## src/rtl/bsr_consts.svh

```systemverilog
`ifndef BSR_CONSTS_SVH
`define BSR_CONSTS_SVH
// Data and address widths
`define BSR_DW 18
`define BSR_AW 4
`define BSR_BL 2
`define BSR_DEPTH 16
// Byte lane split point
`define BSR_LANE_LSB 9
`define BSR_WORD_RST 18'h00000
`endif

```

## src/rtl/bsr_pkg.sv

```systemverilog
package bsr_pkg;
   typedef enum logic [1:0] {
      BSR_IDLE,
      BSR_RD2,
      BSR_WR1,
      BSR_WR2
   } bsr_state_t;
endpackage

```

## src/rtl/bsr_fifo.sv

```systemverilog
`timescale 1ns/1ps
module bsr_fifo #(
   parameter int WIDTH = 18,
   parameter int DEPTH = 16
) (
   input  wire logic             ref_clk,
   input  wire logic             reset,
   input  wire logic [WIDTH-1:0] in_data,
   input  wire logic             in_valid,
   output logic                  in_ready,
   output logic      [WIDTH-1:0] out_data,
   output logic                  out_valid,
   input  wire logic             out_ready
);
   localparam int PW = $clog2(DEPTH);
   logic [WIDTH-1:0] mem_ff [DEPTH];
   logic [PW:0]      wr_ff;
   logic [PW:0]      rd_ff;
   logic             push;
   logic             pop;

   // Honest full and empty from pointers
   assign in_ready  = (wr_ff - rd_ff) != (PW+1)'(DEPTH);
   assign out_valid = wr_ff != rd_ff;
   assign out_data  = mem_ff[rd_ff[PW-1:0]];
   assign push      = in_valid && in_ready;
   assign pop       = out_valid && out_ready;

   // Storage write
   always_ff @(posedge ref_clk) begin
      if (push) begin
         mem_ff[wr_ff[PW-1:0]] <= in_data;
      end
   end

   // Pointer update
   always_ff @(posedge ref_clk or posedge reset) begin
      if (reset) begin
         wr_ff <= '0;
         rd_ff <= '0;
      end else begin
         if (push) begin
            wr_ff <= wr_ff + 1'h1;
         end
         if (pop) begin
            rd_ff <= rd_ff + 1'h1;
         end
      end
   end
endmodule // bsr_fifo

```

## src/rtl/bsr_sram.sv

```systemverilog
`timescale 1ns/1ps
`include "bsr_consts.svh"
// Functional notes
// RULE_01 - Load low at input clock rise: select high reads, low writes.
// RULE_02 - Read words are driven on output clock pair edges.
// RULE_03 - Inputs captured on positive input clock rise; accesses start there.
// RULE_04 - Write data also captured on negative input clock rise.
// RULE_05 - Single clock mode drives read data on input clock edges.
// RULE_06 - Positive echo clock follows positive output or input clock.
// RULE_07 - Negative echo clock follows negative output or input clock.
// RULE_08 - Strap at ground disables loop; output timing becomes unlocked.
// RULE_09 - Each load defines one cycle of a two-word burst.
// RULE_10 - Read: first word after next input rise, second on next output edge.
// RULE_11 - Write: first word at next positive rise, second at negative rise.
// RULE_12 - Deasserted byte lane select keeps that stored byte unchanged.
module bsr_sram (
   input  wire logic                ref_clk,
   input  wire logic                reset,
   input  wire logic                in_clk_p,
   input  wire logic                in_clk_n,
   input  wire logic                out_clk_p,
   input  wire logic                out_clk_n,
   input  wire logic                single_clock_mode,
   input  wire logic                loop_disable_strap,
   input  wire logic                cycle_load_strobe_n,
   input  wire logic                read_not_write,
   input  wire logic [`BSR_AW-1:0]  addr,
   input  wire logic [`BSR_DW-1:0]  wr_data,
   input  wire logic [1:0]          byte_lane_select_n,
   output logic      [`BSR_DW-1:0]  rd_data,
   output logic                     rd_valid,
   output logic                     read_echo_clock_p,
   output logic                     read_echo_clock_n,
   output logic                     loop_locked
);
   // Two-flop synchronisers for all pins, mode strap included
   localparam int NS = 8 + `BSR_AW + `BSR_DW + 2;
   logic [NS-1:0] s1_ff;
   logic [NS-1:0] s2_ff;
   logic [3:0]    s3_ff;
   always_ff @(posedge ref_clk or posedge reset) begin
      if (reset) begin
         s1_ff <= '0;
         s2_ff <= '0;
         s3_ff <= '0;
      end else begin
         s1_ff <= {in_clk_p, in_clk_n, out_clk_p, out_clk_n, cycle_load_strobe_n,
                   read_not_write, addr, wr_data, byte_lane_select_n, loop_disable_strap,
                   single_clock_mode};
         s2_ff <= s1_ff;
         s3_ff <= s2_ff[NS-1:NS-4]; // Only the four clocks need a previous sample
      end
   end

   logic                 kp, kn, cp, cn, ld_n, rnw, strap, smode;
   logic [`BSR_AW-1:0]   a_s;
   logic [`BSR_DW-1:0]   d_s;
   logic [1:0]           be_n;
   assign {kp, kn, cp, cn, ld_n, rnw, a_s, d_s, be_n, strap, smode} = s2_ff;

   // Rising edge detection on synchronised clocks
   logic kp_rise, kn_rise, cp_rise, cn_rise, op_rise, on_rise;
   assign kp_rise = kp && !s3_ff[3];
   assign kn_rise = kn && !s3_ff[2];
   assign cp_rise = cp && !s3_ff[1];
   assign cn_rise = cn && !s3_ff[0];
   assign op_rise = smode ? kp_rise : cp_rise; // RULE_02 RULE_05
   assign on_rise = smode ? kn_rise : cn_rise; // RULE_02 RULE_05

   // Byte lane merge function
   function automatic logic [`BSR_DW-1:0] merge(input logic [`BSR_DW-1:0] old,
                                                input logic [`BSR_DW-1:0] nw,
                                                input logic [1:0] sel_n);
      logic [`BSR_DW-1:0] r;
      r = old;
      if (!sel_n[0]) r[`BSR_LANE_LSB-1:0] = nw[`BSR_LANE_LSB-1:0];
      if (!sel_n[1]) r[`BSR_DW-1:`BSR_LANE_LSB] = nw[`BSR_DW-1:`BSR_LANE_LSB];
      return r;
   endfunction

   // Memory array, two words per address
   logic [`BSR_DW-1:0] mem_ff [`BSR_DEPTH*`BSR_BL];
   bsr_pkg::bsr_state_t st_ff;
   logic [`BSR_AW-1:0] adr_ff;
   logic               rd_pend_ff;
   logic [`BSR_DW-1:0] fifo_in;
   logic               fifo_push;
   logic               fifo_ready;
   logic               wsel_ff;
   logic               rd_go_ff;

   // Access sequencer
   always_ff @(posedge ref_clk or posedge reset) begin
      if (reset) begin
         st_ff  <= bsr_pkg::BSR_IDLE;
         adr_ff <= '0;
      end else begin
         case (st_ff)
            bsr_pkg::BSR_IDLE: begin
               if (kp_rise && !ld_n) begin // RULE_01 RULE_03 RULE_09
                  adr_ff <= a_s;
                  st_ff  <= rnw ? bsr_pkg::BSR_RD2 : bsr_pkg::BSR_WR1;
               end
            end
            bsr_pkg::BSR_RD2: begin
               if (fifo_push && fifo_ready && wsel_ff) begin // RULE_09 RULE_10
                  st_ff <= bsr_pkg::BSR_IDLE;
               end
            end
            bsr_pkg::BSR_WR1: begin
               if (kp_rise) begin // RULE_11
                  st_ff <= bsr_pkg::BSR_WR2;
               end
            end
            bsr_pkg::BSR_WR2: begin
               if (kn_rise) begin // RULE_04 RULE_11
                  st_ff <= bsr_pkg::BSR_IDLE;
               end
            end
            default: st_ff <= bsr_pkg::BSR_IDLE;
         endcase
      end
   end

   // Write path with byte lanes
   always_ff @(posedge ref_clk) begin
      if (st_ff == bsr_pkg::BSR_WR1 && kp_rise) begin
         mem_ff[{adr_ff, 1'h0}] <= merge(mem_ff[{adr_ff, 1'h0}], d_s, be_n); // RULE_12
      end
      if (st_ff == bsr_pkg::BSR_WR2 && kn_rise) begin
         mem_ff[{adr_ff, 1'h1}] <= merge(mem_ff[{adr_ff, 1'h1}], d_s, be_n); // RULE_12
      end
   end

   // Read burst into FIFO, one word per pending step
   always_ff @(posedge ref_clk or posedge reset) begin
      if (reset) begin
         wsel_ff <= 1'h0;
      end else if (fifo_push && fifo_ready) begin
         wsel_ff <= !wsel_ff; // RULE_10
      end
   end

   // Read words wait for the input clock rise after the load
   always_ff @(posedge ref_clk or posedge reset) begin
      if (reset) begin
         rd_go_ff <= 1'h0;
      end else if (st_ff != bsr_pkg::BSR_RD2) begin
         rd_go_ff <= 1'h0;
      end else if (kp_rise) begin
         rd_go_ff <= 1'h1; // RULE_10
      end
   end
   assign fifo_push = (st_ff == bsr_pkg::BSR_RD2) && rd_go_ff;
   assign fifo_in   = mem_ff[{adr_ff, wsel_ff}];

   logic [`BSR_DW-1:0] f_data;
   logic               f_valid;
   logic               f_pop;
   bsr_fifo #(.WIDTH(`BSR_DW), .DEPTH(`BSR_DEPTH)) u_fifo (
      .ref_clk   (ref_clk),
      .reset     (reset),
      .in_data   (fifo_in),
      .in_valid  (fifo_push),
      .in_ready  (fifo_ready),
      .out_data  (f_data),
      .out_valid (f_valid),
      .out_ready (f_pop)
   );

   // Drain one word per output clock edge, input clock edge in single clock mode; first on negative edge
   logic half_ff;
   assign f_pop = f_valid && (half_ff ? op_rise : on_rise); // RULE_10
   always_ff @(posedge ref_clk or posedge reset) begin
      if (reset) begin
         rd_data  <= `BSR_WORD_RST;
         rd_valid <= 1'h0;
         half_ff  <= 1'h0;
      end else begin
         if (f_pop) begin
            rd_data  <= f_data; // RULE_02
            rd_valid <= 1'h1;
            half_ff  <= !half_ff;
         end else if (op_rise || on_rise) begin
            rd_valid <= 1'h0;
         end
      end
   end

   // Echo sources: output clocks, or input clocks in single clock mode
   logic echo_src_p;
   logic echo_src_n;
   assign echo_src_p = smode ? kp : cp; // RULE_06
   assign echo_src_n = smode ? kn : cn; // RULE_07

   // Free-running echo clocks
   always_ff @(posedge ref_clk or posedge reset) begin
      if (reset) begin
         read_echo_clock_p <= 1'h0;
         read_echo_clock_n <= 1'h0;
         loop_locked       <= 1'h0;
      end else begin
         read_echo_clock_p <= echo_src_p; // RULE_06
         read_echo_clock_n <= echo_src_n; // RULE_07
         loop_locked       <= strap; // RULE_08
      end
   end
endmodule // bsr_sram

```

## config.mk

```make
export PLATFORM = sky130hd
export DESIGN_NAME = bsr_sram
export DESIGN_NICKNAME = d
export VERILOG_FILES = /design/src/rtl/bsr_pkg.sv /design/src/rtl/bsr_fifo.sv /design/src/rtl/bsr_sram.sv
export VERILOG_INCLUDE_DIRS = /design/src /design/src/rtl
export SDC_FILE = /design/constraint.sdc
export NUM_CORES = 1
export LEC_CHECK = 0
export ABC_AREA = 1
export BUFFER_PORTS_ARGS = -buffer_cell sky130_fd_sc_hd__buf_2
export CORE_MARGIN = 2
export CORE_UTILIZATION = 27
export CTS_CLUSTER_SIZE = 40
export DETAILED_ROUTE_END_ITERATION = 16
export HOLD_SLACK_MARGIN = 0.12
export PLACE_DENSITY = 0.42
export SETUP_SLACK_MARGIN = 0.4
export SYNTH_ARGS = -nofsm -noshare
export SYNTH_HDL_FRONTEND = slang
export SYNTH_SLANG_ARGS = --single-unit
```

## constraint.sdc

```tcl
create_clock -name ref_clk -period 7.2 [get_ports ref_clk]
set_clock_uncertainty 0.15 [all_clocks]
set_input_delay 0 -clock ref_clk [delete_from_list [all_inputs] [get_ports ref_clk]]
set_output_delay 0 -clock ref_clk [all_outputs]
set_load 0.05 [all_outputs]
```

; ---- Yosys cells after proc, flatten, opt, wreduce, memory -nomap -nowiden
; Memories as Yosys holds them, arrays and structs flattened. A register that Yosys moved wholly into a read port is not among the register bits.
; Index checks and enable logic that the tools add are counted.
[classes]
muxes = 32
eq_ne = 14
n_reduce_logical = 30
n_addsub = 3
[ops]
columns = operator, count
row1 = 2-to-1 mux 9 bit, 8
row2 = 2-to-1 mux 18 bit, 1
row3 = OR reduction 18 bit, 1
row4 = "!= test 2 bit, second input constant", 8
row5 = 2-to-1 mux 1 bit, 15
row6 = logical AND 1 bit, 12
row7 = 2-to-1 mux 2 bit, 6
row8 = "adder 5 x 1 -> 5 bit, second input constant", 2
row9 = AND reduction 2 bit, 5
row10 = one-hot mux 2 bit (4 select lines), 1
row11 = zero test 1 bit, 7
row12 = 2-to-1 mux 5 bit, 1
row13 = != test 5 bit, 1
row14 = "!= test 5 bit, second input constant", 1
row15 = subtractor 5 bit, 1
row16 = "equality test 2 bit, second input constant", 2
row17 = AND reduction 4 bit, 1
row18 = nonzero test 2 bit, 2
row19 = "equality test 2 x 1 -> 1 bit, second input constant", 1
row20 = zero test 2 bit, 1
row21 = "!= test 2 x 1 -> 1 bit, second input constant", 1
row22 = logical OR 1 bit, 1
[totals]
register_bits = 91
elab_cells = 95
out_inout_bits = 22
mem_bits_rw = 864
input_bits = 34
mem_count = 2
[memory_table]
columns = name, words, word_bits, read_ports, rd_ports_with_merged_regs, wr, line_no
row1 = mem_ff, 32, 18, 1, 0, 1, bsr_sram.sv:82  ; logic [`BSR_DW-1:0] mem_ff [`BSR_DEPTH*`BSR_BL];
row2 = u_fifo.mem_ff, 16, 18, 1, 1, 1, bsr_fifo.sv:16  ; logic [WIDTH-1:0] mem_ff [DEPTH];

; ---- Longest topological paths before layout
; Gate-level depths: netlist (run 1).
[logic_depth]
word_depth = 8
mapped_depth = 17

; ---- Hierarchy
; Synthesis (run 1) repeated with hierarchy kept, for this count alone.
[unflattened]
cells_unflattened = 3713
area_unflattened_um2 = 40212.3
[modules_own_cells]
columns = mod, instances, cells_each, area_per_inst_um2
row1 = bsr_sram, 1, 2759, 28169.5
row2 = bsr_fifo, 1, 954, 12042.8

; ---- Least setup slack after synthesis (run 1)
; OpenSTA, ideal clock, no wires.
[synth_timing]
path_type = register to register
from = reg u_fifo.rd_ff[1]
to = mem u_fifo.mem_ff[11][0], enable pin
n_path_buf = 3
stages_incl_launch_ff = 17
slack_ns = 4.002
t_arrival_ns = 2.655
required_ns = 6.658
setup_ns = 0.392
period_less_slack_ns = 3.198
path_cell_list = dfrtp_1 -> buf_4 -> inv_2 -> buf_4 -> buf_2 -> ha_1 -> nand2_1 -> nand2_1 -> nand2_1 -> nand2_1 -> nand2_1 -> nand2_1 -> nand2_1 -> nand2_2 -> inv_2 -> nand2_1 -> nor2_1
[synth_via]
elab_chain_len = 5
[synth_lines]
columns = item, line_no
row1 = from (decl), bsr_fifo.sv:18  ; logic [PW:0] rd_ff;
row2 = from (signal assigned), bsr_fifo.sv:46  ; rd_ff <= rd_ff + 1'h1;
row3 = subtractor 5 bit, bsr_fifo.sv:23  ; assign in_ready = (wr_ff - rd_ff) != (PW+1)'(DEPTH);
row4 = != test 5 bit, bsr_fifo.sv:23
row5 = logical AND 1 bit, bsr_fifo.sv:26  ; assign push = in_valid && in_ready;
row6 = 2-to-1 mux 1 bit, bsr_fifo.sv:31  ; if (push) begin
row7 = 2-to-1 mux 1 bit (not written as such), bsr_fifo.sv:32  ; mem_ff[wr_ff[PW-1:0]] <= in_data;
row8 = to (decl), bsr_fifo.sv:16
; No other way between the ends.

; ---- Final worst setup path (run 1)
[layout_timing]
from = reg wsel_ff
to = mem u_fifo.mem_ff[15][13], data pin
[layout_via]
elab_chain_len = 1
[layout_lines]
columns = item, line_no
row1 = from (decl), bsr_sram.sv:89  ; logic wsel_ff;
row2 = from (signal assigned), bsr_sram.sv:140  ; wsel_ff <= !wsel_ff;
row3 = memory (32 x 18 bit), n/a
row4 = via fifo_in[13], bsr_sram.sv:86  ; logic [`BSR_DW-1:0] fifo_in;
; The timed path passes the listed nets, and every way through them passes these cells.

==> results.cfg, run 1 <==
[critical_path]
cp.required_ns = 7.12
startpoint_type = register
worstPathArrival_ns = 4.31
end_kind = register
cp_max_fo = 180
worst-setup-path-type = reg -> reg

[clock_tree]
clkLatencyLatePin_ns = 0.71
htree_levels = 3
clockBufferDepth = 3
clk_pin_slew_worst_paths_ns = 0.06
cts_buffers = 103
post_cts_buffers = 0
cts_tree = done
cts_root_buffer = clkbuf_16
clkSinkCount = 973

[timing]
worst_slack_ns = 2.81
rsz0062_at_grt = no
tightest_slew_ns = 1.30
slew_headroom_pct = 13.5
setup_tns_ns = 0
hold_viol = 0
finalMaxSlewViolations = 0
setup_violations = 0
period_minus_slack_ns = 4.39
fmax_mhz = 228
post-route-period-util_pct = 61.0

[synthesis]
ys_top_cells_by_area = edfxtp_1 (70%), dfrtp_1 (7.3%), nor2_1 (5.6%)
ys_seq_area_share_pct = 77.0
synth_top_area_share_pct = 69.7
synth_warnings = 0
synth_fp_nets = 2786
yosys_register_bits = 973
synth.distinct_cells = 37
synth_area_um2 = 37200
synthCells = 2743
avgSynthCellArea_um2 = 13.6
synth_top_cell_by_area = edfxtp_1

[cells_and_area]
syn_to_final_growth_pct = 16.8
final_cell_mix = edfxtp_1 (864), nor2_1 (539), o21ai_0 (388)
stdcell_area_um2 = 43500
final_net_count = 2894
drive_above_1_share_pct = 10.2
layout.area.seq_um2 = 28700
multi_input_area_um2 = 7510
final_common_cell = edfxtp_1
fill_cells = 13467

[floorplan]
io_pins = 56
rows = 136
core-area_um2 = 137000
start_util_pct = 27.1
die_w_um = 375
dieHeight_um = 375
die_area_um2 = 141000

[power_and_ir_drop]
switching_power_mw = 6.63
p_comb_share_pct = 30.1
power_density_nw_per_um2 = 416
swShare_pct = 36.7
p_int_mw = 11.4
irDropWorstVdd_v = 0.000312
p_clk_share_pct = 30.0
pwr-share-seq_pct = 39.9
leakagePower_nw = 14.3

[global_routing]
track_usage_pct = 14.5
antenna_found_initial = 2
grt_max_degree = 181
grt_pass1_wl_um = 152000
overflow = 0
grt_pass1_vias = 22367

[placement]
hpwl_um = 61100
portBuffers = 55
globalplace.congestion = 0.768
place_area_um2 = 39300
dp_slack_ns = 2.89

[drt]
viasPerCell = 4.74
met1_length_um = 46900
route.met2.wl_um = 49800
first_pass_iters = 5
wl_um = 103000
drtIter0Drc = 1927
wl_per_cell_um = 21.8
postRouteAntennaNets = 0
drc_errors = 0
dr_wl_met3_um = 4080
top_layer_used = met4
via_count = 22448

[hold_path]
hold_path.class = reg -> reg

[flow_run]
maxCapViolCount = 0

[status]
status = completed
-- state kept, by name (all words and copies together), names as in the netlist --
signal             count
rd_data               18
read_echo_clock_n      1
u_fifo.rd_ff           5
u_fifo.wr_ff           5
loop_locked            1
wsel_ff                1
s1_ff                 32
s2_ff                 32
adr_ff                 4
half_ff                1
rd_go_ff               1
s3_ff                  4
u_fifo.mem_ff        288
mem_ff               576
st_ff                  2
read_echo_clock_p      1
rd_valid               1
-- power by group through the flow --
stage	clock (mW)	combinational [mW]	sequential (mW)
floorplan	0	3.11	7.38
global placement	0	5.47	7.32
detailed placement	0	5.51	7.33
CTS	5.55	5.55	7.21
global route	5.75	5.96	7.24
finish	5.42	5.44	7.21
-- per-layer routing --
layer | vias to the layer above | GRT usage [%]
li1 | 10316 | -
met5 | - | 0
met1 | 11464 | 19.8
met4 | 0 | 3.99
met2 | 522 | 24.0
met3 | 146 | 2.12
-- synthesized netlist by cell type --
master / count
a21oi_1: 10
buf_2: 63
ha_1: 9
o21ai_1: 150
buf_1: 1
xor2_1: 8
or2_2: 1
clkinv_1: 1
clkbuf_2: 3
nand3_1: 23
edfxtp_1: 864
buf_6: 15
o22ai_1: 145
o211ai_1: 28
inv_4: 1
nand2_2: 1
nor3_1: 1
nand4_1: 21
inv_2: 7
buf_4: 15
inv_1: 48
xnor2_1: 2
nor2_4: 2
nand2_4: 1
nand2_1: 131
nor2_2: 4
nor2_1: 554
or2_1: 2
o21ai_0: 388
nand3_2: 1
o221ai_1: 8
a22oi_1: 18
clkbuf_1: 69
nand3b_1: 2
clkinv_2: 1
dfrtp_1: 109
o21a_1: 36
-- critical path, stage by stage, from the launching register on --
cell and delay [ns]:
dfrtp_4 0.68, buf_4 0.44, buf_12 0.34, o21a_1 0.35
o21ai_0 0.07, nand2_1 0.09, o21ai_0 0.35, nand4_1 0.95
-- worst paths after layout --
kind	from	to	slack [ns]	cells past startpoint
max	wsel_ff	u_fifo.mem_ff[15][13]	2.81	7
min	s1_ff[13]	s2_ff[13]	0.20	0
max reg2reg	wsel_ff	u_fifo.mem_ff[15][13]	2.81	7
min reg2reg	s1_ff[13]	s2_ff[13]	0.20	0
max in group asynchronous	reset	wsel_ff	5.21	5
min in group asynchronous	reset	rd_valid	0.38	4
-- logic make-up (layout without fill, tap and decap cells) --
family          after synthesis  after routing  synth area share (%)
other cells                   0              1                     0
compound gates              783            783                  11.6
simple gates                744            744                  7.87
fa+ha+maj                     9              9                 0.302
flops                       973            973                  77.0
buf+inv                     224            421                  2.94
xor+xnor                     10             10                 0.235
-- cell type report --
class / count / area share [%]
Sequential cell: 973 / 66.0
Multi-Input combinational cell: 1546 / 17.3
Clock buffer: 143 / 6.94
Tap cell: 1794 / 5.16
Timing Repair Buffer: 169 / 3.01
Clock inverter: 51 / 1.10
Inverter: 58 / 0.538
Antenna cell: 1 / 0.00576
-- stage by stage --
step	util (%)	hold WS, ns	instances	power [mW]
floorplan	-	-0.119	2743	10.5
global placement	28.7	-0.0416	4474	12.8
detailed placement	28.7	-0.0406	4474	12.8
CTS	31.7	0.198	4734	18.3
global route	31.7	0.201	4734	19.0
finish	31.7	0.198	4735	18.1
-- timing repair --
item / 4_1_cts / 5_1_grt
hold buffers: 66 / 0
resized for setup: 0 / 0
hold endpoints to repair: 141 / 0
No activity file was read; power rests on OpenSTA's default activity.
==> run 2, diff against run 1 <==
--- a/config.mk
+++ b/config.mk
@@ -6,7 +6,7 @@
 export SDC_FILE = /design/constraint.sdc
 export NUM_CORES = 1
 export LEC_CHECK = 0
-export ABC_AREA = 1
+export ABC_AREA = 0
 export BUFFER_PORTS_ARGS = -buffer_cell sky130_fd_sc_hd__buf_2
 export CORE_MARGIN = 2
 export CORE_UTILIZATION = 27
==> constraint.sdc (replaced) <==
create_clock -name ref_clk -period 4.2 [get_ports ref_clk]
set_clock_uncertainty 0.15 [all_clocks]
set_input_delay 0 -clock ref_clk [delete_from_list [all_inputs] [get_ports ref_clk]]
set_output_delay 0 -clock ref_clk [all_outputs]
set_load 0.05 [all_outputs]
==> results.cfg, run 2 <==
[power_and_ir_drop]
switching_power_mw = 9.05
leakagePower_nw = 14.1
irDropWorstVdd_v = 0.000341
pwr-share-seq_pct = 41.9
swShare_pct = 30.5
power_density_nw_per_um2 = 674
p_comb_share_pct = 27.4
p_int_mw = 20.6
p_clk_share_pct = 30.7
p_total_mw = 29.6

[drt]
postRouteAntennaNets = 0
first_pass_iters = 5
viasPerCell = 4.55
wl_per_cell_um = 24.3
wl_um = 91800
drc_errors = 0
via_count = 17219
drtIter0Drc = 1287

[clock_tree]
clk_pin_slew_worst_paths_ns = 0.06
clockBufferDepth = 3
cts_tree = done
cts_buffers = 108
clkSinkCount = 973
htree_levels = 3
cts_root_buffer = clkbuf_16
post_cts_buffers = 0
clkLatencyLatePin_ns = 0.71

[critical_path]
crit_path_end = u_fifo.mem_ff[13][4]
end_kind = register
r2r_start = wsel_ff
r2r_cells = 4
critPathLaunch = wsel_ff
cp.required_ns = 4.41
worstPathArrival_ns = 3.28
startpoint_type = register
timing.rr.end = u_fifo.mem_ff[13][4]
worst-setup-path-type = reg -> reg
reg2reg_setup_slack_ns = 1.13
cp_max_fo = 18

[synthesis]
synth_top_family_by_area = multiplexers
synth.distinct_cells = 49
synthSimpleGateAreaFrac_pct = 2.48
synth.most_common_cell = edfxtp_1
synth.top_cells.by_count = edfxtp_1 (864), mux4_2 (252), dfrtp_1 (109)
synthArstFlopShare_pct = 11.2
synth_xor_area_share_pct = 0.167
ys.flop_type = edfxtp_1
synthCells = 1648
synth_top_cell_by_area = edfxtp_1
synth_area_um2 = 36800
synth_warnings = 0
avgSynthCellArea_um2 = 22.3
synth_edf_count = 864
synth-compound-area-share_pct = 1.32
ys_seq_area_share_pct = 77.9
synthAdderAreaFrac_pct = 0.306
ys_top_cells_by_area = edfxtp_1 (71%), mux4_2 (15%), dfrtp_1 (7.4%)
yosys_register_bits = 973
synthMuxAreaShare_pct = 16.7
synth_top_area_share_pct = 70.5
synth_fp_nets = 1691

[floorplan]
io_pins = 56
die_w_um = 373
die_area_um2 = 139000
core-area_um2 = 135000
dieHeight_um = 373
rows = 135
start_util_pct = 27.2

[timing]
post-route-period-util_pct = 73.0
finalMaxSlewViolations = 0
setup_violations = 0
hold_slack_ns = 0.190
fmax_mhz = 326
slew_headroom_pct = 19.2
hold_viol = 0
worst_slack_ns = 1.13
period_minus_slack_ns = 3.07
setup_tns_ns = 0
rsz0062_at_grt = no
tightest_slew_ns = 1.21

[global_routing]
track_usage_pct = 13.2
overflow = 0
antenna_found_initial = 2
grt_pass1_wl_um = 134000
grt_max_degree = 76
grt_pass1_vias = 18356

[cells_and_area]
drive_above_1_share_pct = 32.1
diodes = 0
reg_top3 = mem_ff (576), u_fifo.mem_ff (288)
registers.top_by_ff_count = mem_ff
final_net_count = 1948
stdcell_area_um2 = 44000
syn_to_final_growth_pct = 19.5
largest_reg_flops = 576
final_cell_mix = edfxtp_1 (864), mux4_2 (252), clkbuf_16 (109)
final_common_cell = edfxtp_1

[placement]
hpwl_um = 52500
place_area_um2 = 39900
dp_slack_ns = 1.09
portBuffers = 55
globalplace.congestion = 0.732

[hold_path]
hold_path.class = reg -> reg

[flow_run]
maxCapViolCount = 0

[status]
status = completed
==> run 2: power by group through the flow <==
stage / Combinational (mW) / Clock (mW) / Sequential (mW)
2_1_floorplan: 5.53 / 0 / 12.6
3_3_place_gp: 8.11 / 0 / 12.6
3_5_place_dp: 8.28 / 0 / 12.7
4_1_cts: 8.35 / 9.42 / 12.4
5_1_grt: 8.81 / 9.79 / 12.5
6_report: 8.12 / 9.10 / 12.4
==> run 2: through the flow <==
step | utilization, % | cells
after global placement | 29.5 | 3510
after floorplan | - | 1648
after global routing | 32.5 | 3781
final | 32.5 | 3781
after detailed placement | 29.5 | 3510
after CTS | 32.5 | 3781
==> run 2: how the worst min path moves through the flow <==
stage                 startpoint          end  slack [ns]  depth (start not counted)
3_5_place_dp               reset    s1_ff[28]       -0.08                          2
3_3_place_gp               reset     s2_ff[0]       -0.09                          2
6_report                s2_ff[1]  loop_locked        0.19                          0
5_1_grt                 s2_ff[1]  loop_locked        0.20                          0
2_1_floorplan  single_clock_mode     s1_ff[0]       -0.12                          0
4_1_cts                 s2_ff[1]  loop_locked        0.19                          0
==> run 2: metal layers <==
metal  track usage (%)  part of all wire, %  routed length, um
met5                 0                    0                  0
met4              3.55                  1.8               1610
met3              2.03                  3.6               3300
met2              22.6                   51              46600
met1              17.6                   44              40300
==> run 2: final cells by class <==
type                       instances  area [um^2]
clock inverter                    57          468
timing repair buffer             229         1830
sequential                       973        28700
clock buffer                     148         2960
tap                             1781         2230
fill                           12782        91300
inverter                           7         31.3
multi-input combinational        586         7760
==> run 2: repair_timing <==
action	in CTS	in global routing
hold buffers	66	0
gates resized for setup	0	0
hold endpoints to repair	141	0
==> run 2: cell families (layout without fill, tap and decap cells) <==
group	Yosys count	count (layout)
flip-flops	973	973
multiplexers	293	293
AND/OR/NAND/NOR	205	205
buffers and inverters	89	441
AO/OA/AOI/OAI	72	72
adder cells (fa/ha/maj)	9	9
XOR/XNOR	7	7
==> run 2: critical path, stage by stage (launching register included) <==
cell and delay, ns:
dfrtp_4 0.59, buf_4 0.42, mux4_2 0.61, mux4_2 0.50
mux2_2 0.45
